File: config.mk
export PLATFORM = sky130hd
export DESIGN_NAME = pcacv_value_regs
export DESIGN_NICKNAME = d
export VERILOG_FILES = /design/src/pcacv_pkg.sv /design/src/pcacv_value_regs.sv
export SDC_FILE = /design/constraint.sdc
export NUM_CORES = 1
export LEC_CHECK = 0
export ABC_AREA = 1
export BUFFER_PORTS_ARGS = -buffer_cell sky130_fd_sc_hd__buf_2
export CORE_AREA = 10 10 100 102
export CTS_CLUSTER_DIAMETER = 50
export DETAILED_ROUTE_END_ITERATION = 10
export DIE_AREA = 0 0 110 112
export PLACE_DENSITY = 0.73
export SKIP_LAST_GASP = 1
export SYNTH_ARGS = -nofsm -noshare
export SYNTH_HDL_FRONTEND = slang
export SYNTH_SLANG_ARGS = --single-unit
File: constraint.sdc
create_clock -name clk_sys_i -period 1.35 [get_ports clk_sys_i]
set_input_delay 0.2025 -clock clk_sys_i [delete_from_list [all_inputs] [get_ports clk_sys_i]]
set_output_delay 0.2025 -clock clk_sys_i [all_outputs]
set_load 0.01 [all_outputs]
File: src/pcacv_pkg.sv
/*
 * pcacv_pkg: constants for the counter-array channel 1/2 value registers.
 * assumes: byte-wide special-function-register bus, byte addresses as printed.
 */
package pcacv_pkg;
   // ************************************************************
   // register addresses
   // ************************************************************
   localparam logic [7:0] ADDR_CHAN1_VALUE_LOW  = 8'hE9;
   localparam logic [7:0] ADDR_CHAN1_VALUE_HIGH = 8'hEA;
   localparam logic [7:0] ADDR_CHAN2_VALUE_LOW  = 8'hEB;
   localparam logic [7:0] ADDR_CHAN2_VALUE_HIGH = 8'hEC;
   // ************************************************************
   // reset values and field positions
   // ************************************************************
   localparam logic [7:0] RST_BYTE              = 8'h00;
   localparam int         MODE_CMP_EN_BIT       = 6;
   localparam int         MODE_WIDE_PWM_BIT     = 7;
   localparam int         NUM_CHAN              = 2;
endpackage

File: src/pcacv_value_regs.sv
/*
 * pcacv_value_regs: low/high value bytes and auto-reload bytes for
 * capture/compare channels 1 and 2, with the comparator-enable side effects.
 * assumes: the processor drives sfr_* on clk_sys_i; one access per cycle;
 * the mode registers live elsewhere and take cmp_en_set/clr pulses;
 * reload_select_i comes from the pwm control register on the same clock.
 */
module pcacv_value_regs #(
   parameter int NCH = pcacv_pkg::NUM_CHAN
) (
   input  wire logic           clk_sys_i,
   input  wire logic           rst_i,
   input  wire logic [7:0]     sfr_addr_i,
   input  wire logic [7:0]     sfr_wdata_i,
   input  wire logic           sfr_wr_i,
   input  wire logic           sfr_rd_i,
   input  wire logic           reload_select_i,
   output logic      [7:0]     sfr_rdata_o,
   output logic                sfr_hit_o,
   output logic      [NCH-1:0] cmp_en_set_o,
   output logic      [NCH-1:0] cmp_en_clr_o,
   output logic      [15:0]    chan1_compare_o,
   output logic      [15:0]    chan2_compare_o,
   output logic      [15:0]    chan1_reload_o,
   output logic      [15:0]    chan2_reload_o
);
   // ************************************************************
   // state
   // ************************************************************
   typedef struct packed {
      logic [NCH-1:0][7:0] val_lo;
      logic [NCH-1:0][7:0] val_hi;
      logic [NCH-1:0][7:0] rld_lo;
      logic [NCH-1:0][7:0] rld_hi;
      logic [7:0]          rdata;
      logic                hit;
      logic [NCH-1:0]      en_set;
      logic [NCH-1:0]      en_clr;
   } pcacv_state_t;

   pcacv_state_t st_r;
   pcacv_state_t st_nxt;

   // returns channel index and high/low of a mapped address
   function automatic logic decode(input logic [7:0] a, output int ch, output logic hi);
      ch = 0;
      hi = 1'b0;
      decode = 1'b1;
      unique case (a)
         pcacv_pkg::ADDR_CHAN1_VALUE_LOW: begin ch = 0; hi = 1'b0; end
         pcacv_pkg::ADDR_CHAN1_VALUE_HIGH: begin ch = 0; hi = 1'b1; end
         pcacv_pkg::ADDR_CHAN2_VALUE_LOW: begin ch = 1; hi = 1'b0; end
         pcacv_pkg::ADDR_CHAN2_VALUE_HIGH: begin ch = 1; hi = 1'b1; end
         default: decode = 1'b0;
      endcase
   endfunction

   // ************************************************************
   // next state
   // ************************************************************
   always_comb begin
      int   ch;
      logic hi;
      logic mapped;
      ch = 0;
      hi = 1'b0;
      mapped = 1'b0;
      st_nxt = st_r;
      st_nxt.en_set = '0;
      st_nxt.en_clr = '0;
      st_nxt.hit = 1'b0;
      mapped = decode(sfr_addr_i, ch, hi);
      if (mapped && sfr_wr_i) begin
         if (!hi) begin
            if (reload_select_i) st_nxt.rld_lo[ch] = sfr_wdata_i;
            else st_nxt.val_lo[ch] = sfr_wdata_i;
            st_nxt.en_clr[ch] = 1'b1;
         end else begin
            if (reload_select_i) st_nxt.rld_hi[ch] = sfr_wdata_i;
            else st_nxt.val_hi[ch] = sfr_wdata_i;
            st_nxt.en_set[ch] = 1'b1;
         end
      end
      // read data registered; held until the next read
      if (mapped && sfr_rd_i) begin
         st_nxt.hit = 1'b1;
         if (!hi) st_nxt.rdata = reload_select_i ? st_r.rld_lo[ch] : st_r.val_lo[ch];
         else st_nxt.rdata = reload_select_i ? st_r.rld_hi[ch] : st_r.val_hi[ch];
      end else if (sfr_rd_i) begin
         st_nxt.rdata = pcacv_pkg::RST_BYTE;
      end
   end

   always_ff @(posedge clk_sys_i) begin
      if (rst_i) begin
         st_r <= '0;
      end else begin
         st_r <= st_nxt;
      end
   end

   // ************************************************************
   // outputs
   // ************************************************************
   // mode register applies set/clr to bit MODE_CMP_EN_BIT; wide pwm bit there picks width
   assign sfr_rdata_o     = st_r.rdata;
   assign sfr_hit_o       = st_r.hit;
   assign cmp_en_set_o    = st_r.en_set;
   assign cmp_en_clr_o    = st_r.en_clr;
   assign chan1_compare_o = {st_r.val_hi[0], st_r.val_lo[0]};
   assign chan2_compare_o = {st_r.val_hi[1], st_r.val_lo[1]};
   assign chan1_reload_o  = {st_r.rld_hi[0], st_r.rld_lo[0]};
   assign chan2_reload_o  = {st_r.rld_hi[1], st_r.rld_lo[1]};
endmodule // pcacv_value_regs

# [After elaboration in Yosys (flattened, before gate mapping)]
# Cells that the tools add are included.
[word_totals] reg_bits=77 latch_bits=0 mem_bits_rw=0 romBits=0 in_bits=21 output_inout_bits=77 word_cells=63 memories=0
[op_classes] n_addsub=0 multipliers=0 div_mod_pow=0 order_cmp=2 n_eq_ne=4 n_shift=0 n_mux=29 bitwise=3 n_reduce_logical=13
[ops] operator="2-to-1 mux 8 bit" n=18
[ops] operator="bitwise mux 16 bit" n=4
[ops] operator="== test 8 bit (second input constant)" n=4
[ops] operator="AND reduction 3 bit" n=4
[ops] operator="demux 8 bit (select 1 bit)" n=1
[ops] operator="OR reduction 3 bit" n=2
[ops] operator="2-to-1 mux 1 bit" n=5
[ops] operator="OR reduction 2 bit" n=2
[ops] operator="OR reduction 4 bit" n=1
[ops] operator="logical AND 1 bit" n=3
[ops] operator="inverter 1 bit" n=3
[ops] operator="less-than comparator 1 x 2 -> 1 bit (second input constant)" n=1
[ops] operator="nonzero test 2 bit" n=1
[ops] operator="demux 1 bit (select 1 bit)" n=1
[ops] operator="greater-or-equal comparator 1 bit (second input constant)" n=1

# [Depth between registers and ports, before layout]
[logic_depth] ltp_word=9 depth_mapped=13 ltp_nobuf=12

# [Least setup slack after synthesis]
# Ideal clock, no wire load.
[synth_timing] path_type="input -> register" startpoint="input port sfr_addr_i[4]" endpoint="register st_r (netlist bit chan1_reload_o[0])" setup_ns=0.117 arrival_time_ns=1.360 t_required_ns=1.233 setup_slack_ns=-0.127 stages=11 path_buffers=1 path_cell_list="inv_1 nand2_1 nor2_8 nand3_4 nand2_4 nand2_8 nor2_8 nand2_2 buf_4 o21ai_1 a21oi_1"
[synth_between] elab_chain_cells=8 word_cells_on_any_way=19 cone_classes="2 x order compare; 4 x eq/ne; 6 x mux; 1 x bitwise; 6 x reduce/logical"
[synth_lines] element="start, declared" line_no="pcacv_value_regs.sv:13" rtl="input wire logic [7:0] sfr_addr_i,"
[synth_lines] element="== test 8 bit" line_no="pcacv_value_regs.sv:49" rtl="unique case (a)"
[synth_lines] element="OR reduction 2 bit (no source line)"
[synth_lines] element="2-to-1 mux 1 bit" line_no="pcacv_value_regs.sv:49"
[synth_lines] element="less-than comparator 1 x 2 -> 1 bit or greater-or-equal comparator 1 bit (tied branches)"
[synth_lines] element="logical AND 1 bit"
[synth_lines] element="2-to-1 mux 8 bit"
[synth_lines] element="demux 8 bit (select 1 bit)"
[synth_lines] element="bitwise mux 16 bit" line_no="pcacv_value_regs.sv:75" rtl="if (reload_select_i) st_nxt.rld_lo[ch] = sfr_wdata_i;"
[synth_lines] element="end signal, assigned" line_no="pcacv_value_regs.sv:98" rtl="st_r <= st_nxt;"
[synth_lines] element="end, declared" line_no="pcacv_value_regs.sv:41" rtl="pcacv_state_t st_r;"
# Several ways; a longest one is shown, not always the timed one.
# A chain may end at the register's enable or synchronous reset.

# [Worst setup path after layout]
[layout_timing] startpoint="input port sfr_addr_i[1]" endpoint="register st_r (netlist bit chan1_compare_o[15])"
[layout_between] elab_chain_cells=8 word_cells_on_any_way=18 cone_classes="2 x order compare; 4 x eq/ne; 6 x mux; 6 x reduce/logical"
[layout_lines] element="== test 8 bit" line_no="pcacv_value_regs.sv:49"
[layout_lines] element="OR reduction 2 bit (no source line)"
[layout_lines] element="2-to-1 mux 1 bit" line_no="pcacv_value_regs.sv:49"
[layout_lines] element="less-than comparator 1 x 2 -> 1 bit (not written as such) or greater-or-equal comparator 1 bit (tied branches)" line_no="pcacv_value_regs.sv:80" rtl="else st_nxt.val_hi[ch] = sfr_wdata_i;"
[layout_lines] element="logical AND 1 bit (not written as such)" line_no="pcacv_value_regs.sv:80"
[layout_lines] element="2-to-1 mux 8 bit (not written as such)" line_no="pcacv_value_regs.sv:80"
[layout_lines] element="demux 8 bit (select 1 bit)" line_no="pcacv_value_regs.sv:80"
[layout_lines] element="bitwise mux 16 bit" line_no="pcacv_value_regs.sv:80"
# Several ways; a longest one is shown, not always the timed one.

==> impl_metrics.py <==
metrics = {
    "setup_path": {
        "start_kind": "primary input",
        "required_ps": 1640,
        "cp-end-kind": "flop",
        "critPathArrivalTime_ps": 1600,
        "critPathKind": "primary input to flop",
        "crit_fanout": 6,
    },
    "layout": {
        "fin_area_um2": 4930,
        "fin_cells": 754,
        "drive_gt1_share_pct": 31.4,
        "final_core_util_pct": 61.2,
        "synthToLayoutAreaGrowth_pct": 33.6,
        "layout.nets": 665,
        "n_antenna_cell": 0,
        "final_cell_mix": "nand2_1, buf_2, nand3_1",
        "fillCellCount": 771,
        "final_common_cell": "nand2_1",
    },
    "place": {
        "port_buffers": 97,
        "post-place-ws_ps": -404,
        "gp_congestion": 0.894,
        "place_area_um2": 4510,
        "dp_hpwl_um": 9280,
        "placed_cells": 729,
    },
    "power": {
        "switchingPower_mw": 1.10,
        "seqPwrFrac_pct": 48.1,
        "p_int_mw": 3.63,
        "p_sw_share_pct": 23.3,
        "p_leak_nw": 2.15,
        "p_total_mw": 4.73,
        "p_comb_share_pct": 7.8,
        "p_per_area_nw_per_um2": 959,
        "pwr-share-clk_pct": 44.1,
        "irDropWorstVdd_mv": 0.671,
    },
    "routing": {
        "first_pass_iters": 5,
        "drc": 0,
        "first_iter_violations": 301,
        "wirelength_um": 12800,
        "routedWlPerCell_um": 17.0,
        "vias": 4096,
        "ant_nets": 0,
        "vias_per_cell": 5.43,
    },
    "logic_synthesis": {
        "yosysWarnings": 0,
        "post_synth.cell_area_avg_um2": 7.07,
        "syn_inst": 521,
        "synth_area_leaders": "dfxtp_1, nand2_1, nand3_1",
        "synth_nets": 542,
        "yosysTopAreaCell": "dfxtp_1",
        "synth_area_um2": 3690,
        "synth_top_area_share_pct": 41.8,
        "ys_types": 26,
        "ys_seq_area_share_pct": 41.8,
        "synth_seq_cells": 77,
    },
    "status": {
        "status": "finished clean",
    },
    "global_routing": {
        "gr-total-overflow": 0,
        "grt_usage_pct": 20.1,
        "grt_pass1_wl_um": 20000,
        "grt_pass1_vias": 3912,
        "met3_usage_pct": 4.90,
        "use_met2_pct": 32.3,
        "top_usage_layer": "met2",
        "grtUsageMet1_pct": 25.8,
        "antenna_found_initial": 0,
        "grt_start_max_net_pins": 33,
    },
    "floorplan": {
        "io_pins": 98,
        "dieArea_um2": 12300,
        "start_util_pct": 45.8,
        "fp.dieH_um": 112,
        "rows": 33,
        "die_x_um": 110,
        "core_area_um2": 8050,
    },
    "cts": {
        "ctsRootBufferMaster": "clkbuf_8",
        "htree_num_levels": 3,
        "cts_hold_buf": 0,
        "clk_latency_ps": 350,
        "clockBufferDepth": 2,
        "clock-sinks": 77,
        "numCtsBuffers": 9,
        "clk_pin_slew_ps": 80,
        "cts_tree": "yes",
    },
    "timing": {
        "setup_ws_ps": 35.2,
        "fin_worst_skew_ps": 5.14,
        "period_needed_ps": 1310,
        "final-hold-violation-count": 0,
        "worst_pin_slew_ps": 360,
        "slew_viol_final": 0,
        "fin_hold_ws_ps": 232,
        "slew_headroom_pct": 76.0,
        "timing.fmax_ghz": 0.761,
        "finalSetupViolCount": 0,
        "finalSetupTns_ps": 0,
        "finalCritPeriodShare_pct": 97.4,
        "rsz0062_at_grt": "true",
    },
    "hold_path": {
        "hold_path_class": "primary input to flop",
    },
    "flow_run": {
        "cap_viol_max_count": 0,
    },
}
cells in the mapped netlist, drive strengths merged:
| master | number |
|---|---|
| o21ai | 24 |
| dfxtp | 77 |
| nand2 | 134 |
| nor2 | 72 |
| clkbuf | 14 |
| nand3 | 85 |
| clkinv | 1 |
| a21oi | 57 |
| nand4 | 17 |
| buf | 17 |
| inv | 23 |
layer usage:
metal	wire (um)	vias up
met1	5180	1890
met3	1250	25
met4	252	0
li1	-	1975
met5	0	-
met2	6110	206
power by group through the flow:
stage	registers, mW	clock network, mW	logic [mW]
3_5_place_dp	2.33	0	0.339
3_3_place_gp	2.33	0	0.334
2_1_floorplan	2.33	0	0.179
5_1_grt	2.27	2.20	0.393
4_1_cts	2.27	2.10	0.340
6_report	2.27	2.08	0.368
final cells by class:
cell class / count / area [um^2] / share of cell area [%]
Sequential cell: 77 / 1540 / 31.3
Inverter: 24 / 114 / 2.31
Tap cell: 105 / 131 / 2.67
Clock buffer: 13 / 179 / 3.63
Clock inverter: 3 / 65.1 / 1.32
Multi-Input combinational cell: 389 / 1980 / 40.2
Timing Repair Buffer: 143 / 916 / 18.6
state kept, by name (all words and copies together), names as in the netlist:
name and count:
cmp_en_clr_o 2, chan2_compare_o 16, sfr_hit_o 1, chan1_compare_o 16, cmp_en_set_o 2, chan1_reload_o 16, chan2_reload_o 16, sfr_rdata_o 8
cells by family after synthesis:
family,Yosys count,share of synthesized area (%)
compound gates,81,11.3
buf+inv,55,7.20
flops,77,41.8
simple gates,308,39.7
critical path, stage by stage:
cell     delay, ps
buf_4          110
nand2_1         60
inv_2           90
nand2_2         80
nand2_4         90
nand2_4         80
nand2_4        100
nand2_8         90
nor2_8         190
buf_8          140
buf_6          100
nand4_1         90
a21oi_2        160
path summary, 6_finish.rpt:
path,start,to,slack [ps],cells past startpoint
worst max-delay path,sfr_addr_i[1],chan1_compare_o[15],40,13
worst min-delay path,sfr_wdata_i[3],chan2_reload_o[3],230,3
worst max register to register,chan2_compare_o[7],sfr_rdata_o[7],330,6
worst min register to register,sfr_rdata_o[1],sfr_rdata_o[1],460,2
repair_timing:
action                     CTS  global route
setup buffers                0             9
cloned                       0             0
pin swaps                    0            16
resized for setup            2            37
setup endpoints to repair    8            56
Power figures use the tool's default switching activity.
